==> src/pkg/cas_pkg.sv <==
/*
 Constants for the cell front-end control and status block: control frame layout,
 status word layout, frame length and reset values.
 Assumes a 24-bit serial frame, most significant bit first.
*/
package cas_pkg;
   // ------------------------------------------------------------------
   // frame
   // ------------------------------------------------------------------
   localparam int          FRAME_BITS    = 24;
   localparam int          CELLS         = 16;
   localparam logic [4:0]  FRAME_COUNT   = 5'h18;
   localparam logic [23:0] CTRL_RESET    = 24'h000000;
   localparam logic [23:0] STATUS_RESET  = 24'h000000;
   localparam int          SYNC_STAGES   = 2;

   // ------------------------------------------------------------------
   // control word fields
   // ------------------------------------------------------------------
   localparam int BAL_LSB       = 0;
   localparam int CELL_SEL_BIT  = 16;
   localparam int SEL_LSB       = 17;
   localparam int HOLD_REQ_BIT  = 21;
   localparam int OPEN_WIRE_BIT = 22;
   localparam int STANDBY_BIT   = 23;

   // ------------------------------------------------------------------
   // monitor_status_word fields
   // ------------------------------------------------------------------
   localparam int ST_CELL_LSB   = 0;
   localparam int ST_PART_LSB   = 16;
   localparam int ST_DIE_LSB    = 18;
   localparam int ST_ASUP_BIT   = 20;
   localparam int ST_SSUP_BIT   = 21;
   localparam int ST_NRDY_BIT   = 22;
   localparam int ST_OTEMP_BIT  = 23;

   // arbitrary identity values, not taken from any part
   localparam logic [1:0] PART_CODE   = 2'h3;
   localparam logic [1:0] DIE_VERSION = 2'h1;

   // aux codes on select bits 1:0
   localparam logic [1:0] AUX_NONE = 2'h0;

   typedef enum logic [1:0] {
      CAS_ROUTE_OFF,
      CAS_ROUTE_CELL,
      CAS_ROUTE_AUX_BUF,
      CAS_ROUTE_AUX_DIRECT
   } cas_route_t;
endpackage : cas_pkg

==> src/rtl/cas_sync.sv <==
/*
 Two-stage synchroniser for a bus of independent level signals.
 Assumes each bit is a slow level; multi-bit values are not coherent across bits.
*/
`timescale 1ns/10ps
module cas_sync
   import cas_pkg::*;
#(
   parameter int WIDTH = 1
) (
   input  wire logic             clk_sys,
   input  wire logic             rstn,
   input  wire logic [WIDTH-1:0] asyncIn,
   output logic      [WIDTH-1:0] syncOut
);
   logic [WIDTH-1:0] meta;

   // first stage feeds only the second stage
   always_ff @(posedge clk_sys or negedge rstn) begin
      if (!rstn) begin
         meta    <= '0;
         syncOut <= '0;
      end else begin
         meta    <= asyncIn;
         syncOut <= meta;
      end
   end
endmodule : cas_sync

==> src/rtl/cas_ctrl.sv <==
/*
 Control and status logic of a multi-cell measurement front end: serial slave that
 takes a 24-bit control word, drives routing, phase, diagnostic, power and balancing
 controls, and returns a 24-bit monitor status word.
 Assumes serial pins and analog comparator levels are asynchronous to clk_sys; the
 serial clock is far slower than clk_sys (at least four clk_sys per half period).
*/
`timescale 1ns/10ps
// How it works
// - cell readout decodes four select bits binary, code k routes cell k+1
// - aux select: pattern 1,0 first, 0,1 second, 1,1 third input
// - readout 0, select bits 2 and 3 high: aux through buffer to output
// - readout 0, bit 2 low, bit 3 high: aux connected directly, no buffer
// - aux modes with bits 0,1 both low three-state the analog output
// - status bits 0 to 15 flag cell below threshold or above supply in hold
// - status word shifted out: cell flags low, part code 16, die version 18
// - status bit 20 reports analog supply undervoltage
// - status bit 21 reports stack supply low, forced 1 in standby
// - status bit 22 reports not ready during power-up or self-calibration
// - status bit 23 reports thermal shutdown
// - thermal shutdown stops regulator, amplifier, balancing; serial port keeps working
// - standby disables the amplifier, regulator stays on
// - each balance gate follows its written enable bit, off when clear
// - cell routing takes effect after the rising chip-select edge ending the write
// - hold request 0 follows track pin for sampling; 1 forces hold
// - open-wire test enable sinks leakage on every cell tap
// - control bit 23 selects standby low-power mode
module cas_ctrl
   import cas_pkg::*;
(
   input  wire logic              clk_sys,
   input  wire logic              rstn,
   input  wire logic              sclkPin,
   input  wire logic              csPin_n,
   input  wire logic              sdiPin,
   input  wire logic              trackControlPin,
   input  wire logic [CELLS-1:0]  cellLowCmp,
   input  wire logic              analogSupplyLowCmp,
   input  wire logic              stackSupplyLowCmp,
   input  wire logic              powerUpBusy,
   input  wire logic              calibrationBusy,
   input  wire logic              overtempCmp,
   output logic                   sdoPin,
   output logic [CELLS-1:0]       balanceGate,
   output logic [3:0]             cellMuxSel,
   output logic                   cellMuxEn,
   output logic [1:0]             auxMuxSel,
   output logic                   auxBufferEn,
   output logic                   auxDirectEn,
   output logic                   analogOutputEn,
   output logic                   holdPhase,
   output logic                   openWireSinkEn,
   output logic                   amplifierEn,
   output logic                   regulatorEn,
   output logic                   standbyMode
);
   // ------------------------------------------------------------------
   // input synchronisers
   // ------------------------------------------------------------------
   localparam int NSYNC = CELLS + 9;

   logic [NSYNC-1:0] syncBus;
   logic             sclkS;
   logic             csS_n;
   logic             csSelS;
   logic             sdiS;
   logic             trackS;
   logic [CELLS-1:0] cellLowS;
   logic             aSupLowS;
   logic             sSupLowS;
   logic             notReadyS;
   logic             overtempS;

   cas_sync #(
      .WIDTH   (NSYNC)
   ) u_sync (
      .clk_sys (clk_sys),
      .rstn    (rstn),
      // select enters inverted so the synchroniser reset level reads as deselected,
      // otherwise a false frame start would follow every reset
      .asyncIn ({sclkPin, ~csPin_n, sdiPin, trackControlPin, cellLowCmp,
                 analogSupplyLowCmp, stackSupplyLowCmp, powerUpBusy,
                 calibrationBusy, overtempCmp}),
      .syncOut (syncBus)
   );

   assign {sclkS, csSelS, sdiS, trackS, cellLowS, aSupLowS, sSupLowS} = syncBus[NSYNC-1:3];
   assign csS_n     = !csSelS;
   assign notReadyS = syncBus[2] | syncBus[1];
   assign overtempS = syncBus[0];

   // ------------------------------------------------------------------
   // edge detection on synchronised serial pins
   // ------------------------------------------------------------------
   logic sclkD;
   logic csD_n;

   always_ff @(posedge clk_sys or negedge rstn) begin
      if (!rstn) begin
         sclkD <= 1'b0;
         csD_n <= 1'b1;
      end else begin
         sclkD <= sclkS;
         csD_n <= csS_n;
      end
   end

   logic frameOn;
   logic frameStart;
   logic frameEnd;
   logic sclkRise;
   logic sclkFall;

   assign frameOn    = !csS_n;
   assign frameStart = csD_n && !csS_n;
   assign frameEnd   = !csD_n && csS_n;
   assign sclkRise   = frameOn && !sclkD && sclkS;
   assign sclkFall   = frameOn && sclkD && !sclkS;

   // ------------------------------------------------------------------
   // control word and live status
   // ------------------------------------------------------------------
   logic [23:0] ctrl;
   logic [23:0] statusNow;
   logic        holdNow;
   logic        standbyNow;

   assign standbyNow = ctrl[STANDBY_BIT];
   assign holdNow    = ctrl[HOLD_REQ_BIT] || !trackS;

   always_comb begin
      statusNow = STATUS_RESET;
      statusNow[ST_CELL_LSB +: CELLS] = holdNow ? cellLowS : '0;
      statusNow[ST_PART_LSB +: 2]     = PART_CODE;
      statusNow[ST_DIE_LSB +: 2]      = DIE_VERSION;
      statusNow[ST_ASUP_BIT]          = aSupLowS;
      statusNow[ST_SSUP_BIT]          = sSupLowS || standbyNow;
      statusNow[ST_NRDY_BIT]          = notReadyS;
      statusNow[ST_OTEMP_BIT]         = overtempS;
   end

   // ------------------------------------------------------------------
   // serial shifter: status out msb first, control in; daisy-chain capable
   // ------------------------------------------------------------------
   logic [23:0] shifter;
   logic [4:0]  bitCount;

   // status snapshot at frame start keeps the word coherent while it shifts
   always_ff @(posedge clk_sys or negedge rstn) begin
      if (!rstn) begin
         shifter <= STATUS_RESET;
      end else if (frameStart) begin
         shifter <= statusNow;
      end else if (sclkRise) begin
         shifter <= {shifter[22:0], sdiS};
      end
   end

   always_ff @(posedge clk_sys or negedge rstn) begin
      if (!rstn) begin
         sdoPin <= 1'b0;
      end else if (frameStart) begin
         sdoPin <= statusNow[FRAME_BITS-1];
      end else if (sclkFall) begin
         sdoPin <= shifter[FRAME_BITS-1];
      end
   end

   // counter saturates: a longer chain frame keeps the last 24 bits
   always_ff @(posedge clk_sys or negedge rstn) begin
      if (!rstn) begin
         bitCount <= 5'h00;
      end else if (frameStart) begin
         bitCount <= 5'h00;
      end else if (sclkRise && bitCount != FRAME_COUNT) begin
         bitCount <= bitCount + 5'h01;
      end
   end

   // short frames are dropped so a glitch on chip select cannot corrupt control
   always_ff @(posedge clk_sys or negedge rstn) begin
      if (!rstn) begin
         ctrl <= CTRL_RESET;
      end else if (frameEnd && bitCount == FRAME_COUNT) begin
         ctrl <= shifter;
      end
   end

   // ------------------------------------------------------------------
   // routing decode
   // ------------------------------------------------------------------
   function automatic cas_route_t routeOf(input logic cellSel, input logic [3:0] sel);
      cas_route_t r;
      r = CAS_ROUTE_OFF;
      if (cellSel) begin
         r = CAS_ROUTE_CELL;
      end else if (sel[3] && sel[1:0] != AUX_NONE) begin
         r = sel[2] ? CAS_ROUTE_AUX_BUF : CAS_ROUTE_AUX_DIRECT;
      end
      return r;
   endfunction : routeOf

   cas_route_t route;
   logic [3:0] selBits;

   assign selBits = ctrl[SEL_LSB +: 4];
   assign route   = routeOf(ctrl[CELL_SEL_BIT], selBits);

   always_ff @(posedge clk_sys or negedge rstn) begin
      if (!rstn) begin
         cellMuxSel     <= 4'h0;
         cellMuxEn      <= 1'b0;
         auxMuxSel      <= 2'h0;
         auxBufferEn    <= 1'b0;
         auxDirectEn    <= 1'b0;
         analogOutputEn <= 1'b0;
      end else begin
         cellMuxSel     <= selBits;
         cellMuxEn      <= route == CAS_ROUTE_CELL;
         // aux select: bit 0 weighs 1, bit 1 weighs 2, so 1 first, 2 second, 3 third
         auxMuxSel      <= selBits[1:0];
         auxBufferEn    <= route == CAS_ROUTE_AUX_BUF;
         auxDirectEn    <= route == CAS_ROUTE_AUX_DIRECT;
         analogOutputEn <= route != CAS_ROUTE_OFF;
      end
   end

   // ------------------------------------------------------------------
   // phase, diagnostics, power and balancing
   // ------------------------------------------------------------------
   always_ff @(posedge clk_sys or negedge rstn) begin
      if (!rstn) begin
         holdPhase      <= 1'b0;
         openWireSinkEn <= 1'b0;
         standbyMode    <= 1'b0;
      end else begin
         holdPhase      <= holdNow;
         openWireSinkEn <= ctrl[OPEN_WIRE_BIT];
         standbyMode    <= standbyNow;
      end
   end

   // regulator is off in reset and turns on at the first clock after it, before the synchronisers settle
   always_ff @(posedge clk_sys or negedge rstn) begin
      if (!rstn) begin
         amplifierEn <= 1'b0;
         regulatorEn <= 1'b0;
         balanceGate <= '0;
      end else begin
         amplifierEn <= !overtempS && !standbyNow;
         regulatorEn <= !overtempS;
         balanceGate <= overtempS ? '0 : ctrl[BAL_LSB +: CELLS];
      end
   end
endmodule : cas_ctrl

==> config.mk <==
export PLATFORM = sky130hd
export DESIGN_NAME = cas_ctrl
export DESIGN_NICKNAME = d
export VERILOG_FILES = /design/src/pkg/cas_pkg.sv /design/src/rtl/cas_sync.sv /design/src/rtl/cas_ctrl.sv
export SDC_FILE = /design/constraint.sdc
export NUM_CORES = 1
export LEC_CHECK = 0
export ABC_AREA = 0
export ABC_CLOCK_PERIOD_IN_PS = 2100
export BUFFER_PORTS_ARGS = -buffer_cell sky130_fd_sc_hd__buf_2
export CAP_MARGIN = 40
export CORE_MARGIN = 2
export CORE_UTILIZATION = 39
export DETAILED_ROUTE_END_ITERATION = 10
export GPL_ROUTABILITY_DRIVEN = 1
export PLACE_DENSITY_LB_ADDON = 0.2
export SYNTH_ARGS = -nofsm -noshare
export SYNTH_HDL_FRONTEND = slang
export SYNTH_SLANG_ARGS = --single-unit
==> constraint.sdc <==
create_clock -name clk_sys -period 2.1 [get_ports clk_sys]
set_input_delay 0.42 -clock clk_sys [delete_from_list [all_inputs] [get_ports clk_sys]]
set_output_delay 0.42 -clock clk_sys [all_outputs]
set_load 0.03 [all_outputs]
==> Word level (Yosys, flattened, before mapping) <==
Index checks and enable logic that the tools add are counted.
{ "classes": {"n_addsub": 1, "eq_ne": 5, "mux": 11, "n_bitwise": 2, "n_reduce_logical": 24} }
{ "op_table": {"columns": ["cell", "n"], "rows": [
  ["2-to-1 mux 24 bit", 2],
  ["2-to-1 mux 16 bit", 2],
  ["logical AND 1 bit", 10],
  ["2-to-1 mux 5 bit", 2],
  ["nonzero test 2 bit", 5],
  ["zero test 1 bit", 7],
  ["adder 5 x 1 -> 5 bit (second input constant)", 1],
  ["== test 5 bit (second input constant)", 1],
  ["inequality test 5 bit (second input constant)", 1],
  ["== test 2 bit (second input constant)", 2],
  ["2-to-1 mux 2 bit", 2],
  ["2-to-1 mux 1 bit", 3],
  ["== test 2 x 1 -> 1 bit (second input constant)", 1],
  ["logical OR 1 bit", 2],
  ["inverter 1 bit", 1],
  ["bitwise OR 1 bit", 1]
]} }
{ "totals": {"ff_bits": 137, "input_bits": 27, "wordCells": 63} }

==> Logic depth before layout (Yosys ltp) <==
Gate-level depths: netlist of the first run.
{ "depth": {"word_depth": 6, "ltp_mapped": 6, "mapped_depth_nobuf": 5} }

==> Modules after synthesis <==
From an unflattened synthesis of the first run, not the netlist that was laid out.
{ "unflattened": {"cells_unflattened": 305, "area_unflattened_um2": 4594.4} }
{ "modules_own_cells": {"columns": ["module", "n_inst", "cells_per_inst", "area_per_inst_um2", "seq_area_each_um2"], "rows": [
  ["cas_ctrl", 1, 255, 3343.2, 2128.3],
  ["cas_sync", 1, 50, 1251.2, 1251.2]
]} }

==> Worst setup path after synthesis of the first run <==
OpenSTA, ideal clock, no wires.
{ "synth_path": {"kind": "reg-to-reg", "startpoint": "register bitCount[0]", "endpoint": "register ctrl[10]", "setup_time_ns": 0.125, "arrival_time_ns": 1.443, "t_required_ns": 1.975, "slack_ns": 0.532, "stages_incl_launch_ff": 7, "path_buffers": 1, "synth_period_minus_slack_ns": 1.568, "cell_sequence": "dfrtp_1 -> inv_1 -> ha_1 -> and4b_2 -> nand3_4 -> buf_6 -> mux2_2"} }
{ "synth_via": {"elab_chain_len": 2} }
{ "synth_lines": {"columns": ["element", "line", "source"], "rows": [
  ["start, declared", "cas_ctrl.sv:146", "logic [4:0] bitCount;"],
  ["start signal, assigned", "cas_ctrl.sv:176", "bitCount <= bitCount + 5'h01;"],
  ["== test 5 bit", "cas_ctrl.sv:184", "end else if (frameEnd && bitCount == FRAME_COUNT) begin"],
  ["logical AND 1 bit", "cas_ctrl.sv:184", null],
  ["end signal, assigned", "cas_ctrl.sv:185", "ctrl <= shifter;"],
  ["end, declared", "cas_ctrl.sv:123", "logic [23:0] ctrl;"]
]} }
No other way between the ends.
A chain may end at the register's enable or synchronous reset.

==> Worst setup path in the final report of the first run <==
{ "layout_path": {"startpoint": "register bitCount[0]", "endpoint": "register ctrl[4]"} }
Same word-level chain as after synthesis.

==> out/qor.txt, run 1 <==
Die area -> 12800 um2
Crit share post-route -> 87.3%
CTS tree -> done
First-pass GRT wire length -> 13400 um
Syn Inst Count -> 300
Tot GR Track Use -> 13.9%
Max-Slew Margin vs Limit -> 50.1%
Initial antenna violation count -> 0
Largest buffer count on any clock path -> 2
Fmax -> 545 MHz
Drt drc -> 4
Starting Density -> 40.3%
Flop2flop setup slack -> 0.27 ns
EDFF count, synth -> 0
Cell depth of the worst flop-to-flop path -> 5
Nets@finish -> 397
YS warnings -> 0
Syn Nets -> 329
Final TNS setup -> 0 ns
R2r startpoint -> bitCount[0]
Multi-input gate area -> 1110 um2
Drt via density -> 4.84
Reg2reg end -> ctrl[4]
Reg clk slew, reported paths -> 0.06 ns
# resized after CTS -> 0
Clk Latency, worst-skew pair -> 0.41 ns
Worst Path Max Fanout -> 24
Remaining Overflow, GRT -> 0
# setup viols final -> 0
Site row count -> 39
Largest net degree at the start of global routing -> 43
Leak -> 2.81 nW
DRT antenna net count -> 0
CTS root buf -> clkbuf_16
Power Density -> 1060 nW/um2
H-tree levels -> 4
Met3 GRT Util -> 4.66%
Setup crit start kind -> flip-flop
Chip height -> 113 um
Hold Path End -> u_sync.meta[5]
Slew @ Worst Pin -> 0.748 ns
Detailed Route WL -> 7960 um
Buffer count from post-CTS setup fixing -> 0
# clock sinks -> 135
GPL Wtd Cong -> 0.772
Area grow syn2layout -> 22.3%
Crit. End Element -> flip-flop
Core box area -> 11500 um2
I/O Buffers -> 58
Worst EP arrival -> 2.12 ns
Vias in the first global route -> 2640
Avg Cell Area, Syn -> 15.5 um2
Drt pass-1 iters -> 8
Mapped cell area -> 4640 um2
Synth unique cells -> 36
Failing checks -> design-rule violations
Most used DFF post-synth -> dfrtp_1
Final Hold Fails -> 0
Fill cells -> 1035
Die width -> 113 um
GR peak layer -> met2
Max-cap violations -> 0
Worst vdd ir -> 814 uV
Hold path depth -> 1
Yosys reg bits -> 135
FF+latch area -> 3380 um2
Met1 Use GR -> 17.8%
CP required -> 2.39 ns
DR vias -> 2534
RSZ-0062 raised after global routing -> no
Final critical-path required period -> 1.83 ns
Clock Skew -> 0.00563 ns
M2 GR Usage -> 21.2%
HP Start -> cellLowCmp[0]
CTS Buf Count -> 17
Hold slack -> 0.113 ns
Setup CP Type -> reg2reg
Sequential area share after synthesis -> 72.8%
FFs w/ async S/R, synth -> 100%
Status -> complete, but fails checks
Iter 0 DRT Violations -> 147
Final HPWL DP -> 4920 um
# diodes -> 0
Share of cells above drive strength 1 -> 37.0%
I/O pin count -> 59
WL/cell -> 15.2 um
Hold crit path type -> in2reg
Slew Limit Fails -> 0
==> synth_stat cells (2+ instances only) <==
| cell | number | area, um2 |
|---|---|---|
| dfrtp_1 | 134 | 3350 |
| nor2b_1 | 18 | 113 |
| o21ai_0 | 6 | 30.0 |
| buf_6 | 6 | 67.6 |
| ha_1 | 2 | 25.0 |
| nand2_1 | 14 | 52.6 |
| mux2_2 | 37 | 417 |
| mux2_1 | 3 | 33.8 |
| inv_1 | 7 | 26.3 |
| a21oi_1 | 6 | 30.0 |
| buf_4 | 3 | 22.5 |
| a32o_1 | 16 | 160 |
| a31oi_1 | 2 | 12.5 |
| nand3_1 | 7 | 35.0 |
| or3_1 | 3 | 18.8 |
| clkbuf_1 | 8 | 30.0 |
| nor2_1 | 5 | 18.8 |
| nor3_1 | 4 | 20.0 |
| nand2b_1 | 2 | 12.5 |
==> worst max path at each step <==
stage                start  endpoint  slack (ns)  cells after the start
3_3_place_gp   bitCount[0]  ctrl[18]        0.32                      5
5_1_grt        bitCount[0]  ctrl[18]        0.14                      5
6_report       bitCount[0]   ctrl[4]        0.27                      5
2_1_floorplan  bitCount[0]  ctrl[10]        0.53                      6
3_5_place_dp   bitCount[0]   ctrl[4]        0.27                      5
4_1_cts        bitCount[0]   ctrl[4]        0.24                      5
==> critical path, cell delays in order, from the launching register on <==
cell,delay (ns)
dfrtp_1,0.40
inv_1,0.09
ha_1,0.16
and4b_2,0.29
nand3_4,0.32
mux2_1,0.45
==> flip-flops by register name (all words and copies together), names as in the netlist <==
signal,count
u_sync.meta,25
u_sync.syncOut,25
ctrl,24
shifter,24
balanceGate,16
bitCount,5
cellMuxSel,3
amplifierEn,1
analogOutputEn,1
auxBufferEn,1
auxDirectEn,1
auxMuxSel,1
cellMuxEn,1
csD_n,1
holdPhase,1
openWireSinkEn,1
regulatorEn,1
sclkD,1
sdoPin,1
standbyMode,1
==> placed cells by master, fill, tap and decap left out, drive strengths merged, types with 3 or more instances in the layout <==
cell type,n
or3,3
nand3,8
nand2,14
a32o,16
a21oi,6
clkinv,3
o21ai,7
clkinvlp,5
nor2,5
nor2b,18
inv,9
mux2,40
dfrtp,134
clkbuf,21
buf,66
nor3,4
==> cell families (layout without fill, tap and decap cells) <==
| kind of cell | Yosys count | in the layout | synth area share, % |
|---|---|---|---|
| AOI/OAI and AO/OA | 35 | 35 | 5.85 |
| and+or+nand+nor | 61 | 61 | 7.57 |
| adders and majority gates | 2 | 2 | 0.539 |
| muxes | 41 | 41 | 9.92 |
| DFF | 135 | 135 | 72.8 |
| buffers and inverters | 26 | 107 | 3.34 |
==> final cells by class <==
class,count,share of cell area (%)
clock inverter,11,2.14
multi-input combinational,139,19.5
inverter,8,0.529
clock buffer,21,8.46
timing repair buffer,67,6.68
tap,143,3.15
sequential,135,59.5
==> stage by stage <==
step           util (%)  setup WS (ns)  cell area, um2  instances  power, W
6_report           49.3          0.266            5680        524   0.00604
5_1_grt            49.3          0.136            5680        524   0.00628
4_1_cts            49.3          0.239            5680        524   0.00610
3_5_place_dp       44.0          0.267            5070        491   0.00314
3_3_place_gp       44.0          0.318            5070        491   0.00313
2_1_floorplan         -          0.532            4640        300   0.00299
==> report_power, final <==
part | switching, W | leakage (nW) | internal [W] | total [W]
Clock | 0.00108 | 0.284 | 0.00187 | 0.00295
Combinational | 0.000149 | 0.803 | 0.000123 | 0.000271
Sequential | 0.0000874 | 1.72 | 0.00273 | 0.00282
Total | 0.00132 | 2.81 | 0.00472 | 0.00604
==> metal layers <==
metal	share of wire (%)	vias to the layer above
met3	4.6	14
met5	0	-
met1	46	1287
met4	1.7	0
met2	48	60
li1	-	1173
==> what timing repair did <==
action,in CTS,in global routing
hold buffers,1,0
hold endpoints to repair,34,0
endpoints found under the setup margin,0,0
No activity file was read; power rests on OpenSTA's default activity.
==> inputs of run 2 (changes only) <==
Settings changed: BUFFER_PORTS_ARGS -buffer_cell sky130_fd_sc_hd__buf_2 to -buffer_cell sky130_fd_sc_hd__buf_4.
==> out/qor.txt, run 2 (synthesis results as in run 1) <==
Iter 0 DRT Violations -> 120
P_int -> 0.00475 W
CP required -> 2.39 ns
Drt pass-1 iters -> 7
H-tree levels -> 4
Post-placement cell count -> 487
Die area -> 12800 um2
GPL Wtd Cong -> 0.760
Max-cap violations -> 0
Crit. End Element -> flip-flop
Total power -> 0.00605 W
Site row count -> 39
# setup viols final -> 0
Nets@finish -> 393
Hold crit path type -> in2reg
Buf/Inv on CP -> 1
CTS tree -> done
Fin cells -> 519
HP Start -> sdiPin
Detailed Route WL -> 7750 um
Final Hold Fails -> 0
Failing checks -> design-rule violations
Final TNS setup -> 0 ns
Status -> complete, but fails checks
Crit share post-route -> 87.9%
Reg2reg end -> ctrl[18]
Design area -> 5800 um2
Power Density -> 1040 nW/um2
Leak -> 2.81 nW
# diodes -> 0
Drt drc -> 4
Chip height -> 113 um
Switch share -> 21.4%
Largest net degree at the start of global routing -> 52
Slew @ Worst Pin -> 0.721 ns
CTS root buf -> clkbuf_16
Part of the power in combinational logic -> 4.8%
Largest buffer count on any clock path -> 2
Sw power -> 0.00130 W
Drt via density -> 4.86
Initial antenna violation count -> 0
Sequential power share -> 46.5%
Flop2flop setup slack -> 0.26 ns
DR vias -> 2522
Starting Density -> 40.3%
Hold slack -> 0.115 ns
Placement-stage cell area -> 5190 um2
I/O Buffers -> 58
R2r startpoint -> bitCount[0]
Hold Path End -> u_sync.meta[22]
WL/cell -> 14.9 um
Worst EP arrival -> 2.13 ns
Tot GR Track Use -> 13.5%
Critical path's top delay family -> simple AND/OR/NAND/NOR gates
Setup crit start kind -> flip-flop
First-pass GRT wire length -> 13100 um
Core box area -> 11500 um2
Hold path depth -> 1
CP max stage delay -> 0.43 ns
Clk Latency, worst-skew pair -> 0.41 ns
WP depth -> 5
Die width -> 113 um
Setup CP Type -> reg2reg
Remaining Overflow, GRT -> 0
# resized after CTS -> 0
Max-Slew Margin vs Limit -> 51.9%
Clock Skew -> 0.00732 ns
Fmax -> 542 MHz
I/O pin count -> 59
Worst vdd ir -> 636 uV
Final HPWL DP -> 4710 um
Fill cells -> 990
RSZ-0062 raised after global routing -> no
Commonest non-fill, non-tap cells in the layout -> dfrtp_1 (134), buf_4 (59), mux2_2 (37)
# clock sinks -> 135
Share of total power in the clock network -> 48.8%
Largest regs -> u_sync.meta: 25 flops, u_sync.syncOut: 25 flops
DRT antenna net count -> 0
Ordered list of cells on the worst path -> inv_1 -> ha_1 -> and4b_2 -> nand3_4 -> mux2_1
Reg clk slew, reported paths -> 0.06 ns
Commonest non-fill, non-tap cell in the layout -> dfrtp_1
Slew Limit Fails -> 0
Cell depth of the worst flop-to-flop path -> 5
Worst path slowest cell -> mux2_1
Area grow syn2layout -> 24.8%
Worst Path Max Fanout -> 24
Final critical-path required period -> 1.84 ns
Vias in the first global route -> 2690
Share of cells above drive strength 1 -> 35.9%
CTS Buf Count -> 17
run 2: changes by cell type in the layout (fill, tap and decap cells not counted), sizes merged:
cell      previous run  this run
clkbuf              21        19
bufinv               2         3
clkinvlp             5         4
clkinv               3         4
buf                 66        62
run 2: worst max path at each step:
stage	start	endpoint	slack [ns]
floorplan	bitCount[0]	ctrl[10]	0.53
global placement	bitCount[0]	ctrl[18]	0.32
detailed placement	bitCount[0]	ctrl[4]	0.24
CTS	bitCount[0]	ctrl[18]	0.24
global route	bitCount[0]	ctrl[18]	0.1
finish	bitCount[0]	ctrl[18]	0.26
run 2: area by class of cell:
type | instances | area, um2 | area share (%)
clock buffers | 19 | 443 | 7.64
clock inverters | 12 | 153 | 2.63
inverters | 8 | 30.0 | 0.518
multi-input cells | 139 | 1110 | 19.1
flip-flops and latches | 135 | 3380 | 58.3
well taps | 143 | 179 | 3.09
repair buffers | 63 | 504 | 8.70
run 2: routing by layer:
layer | share of wire [%] | vias to the layer above | GRT usage, %
met1 | 45 | 1268 | 17.2
li1 | - | 1166 | -
met4 | 1.9 | 0 | 7.07
met5 | 0 | - | 0
met2 | 48 | 73 | 20.3
met3 | 5.1 | 15 | 4.98
run 2: what timing repair did:
item,4_1_cts,5_1_grt
buffers inserted,0,0
endpoints found under the hold margin,43,0
hold buffers,1,0
run 2: power by group through the flow:
stage                     clock network [W]  registers [W]  logic (W)
after floorplan                           0        0.00284   0.000158
after global placement                    0        0.00286   0.000285
after detailed placement                  0        0.00286   0.000291
after CTS                           0.00302        0.00281   0.000294
after global routing                0.00314        0.00283   0.000324
final                               0.00295        0.00281   0.000288
run 2: per-stage QoR:
stage / utilization, % / setup WS (ns)
3_5_place_dp: 45.1 / 0.245
5_1_grt: 50.3 / 0.0972
2_1_floorplan: - / 0.532
4_1_cts: 50.3 / 0.237
6_report: 50.3 / 0.255
3_3_place_gp: 45.1 / 0.324
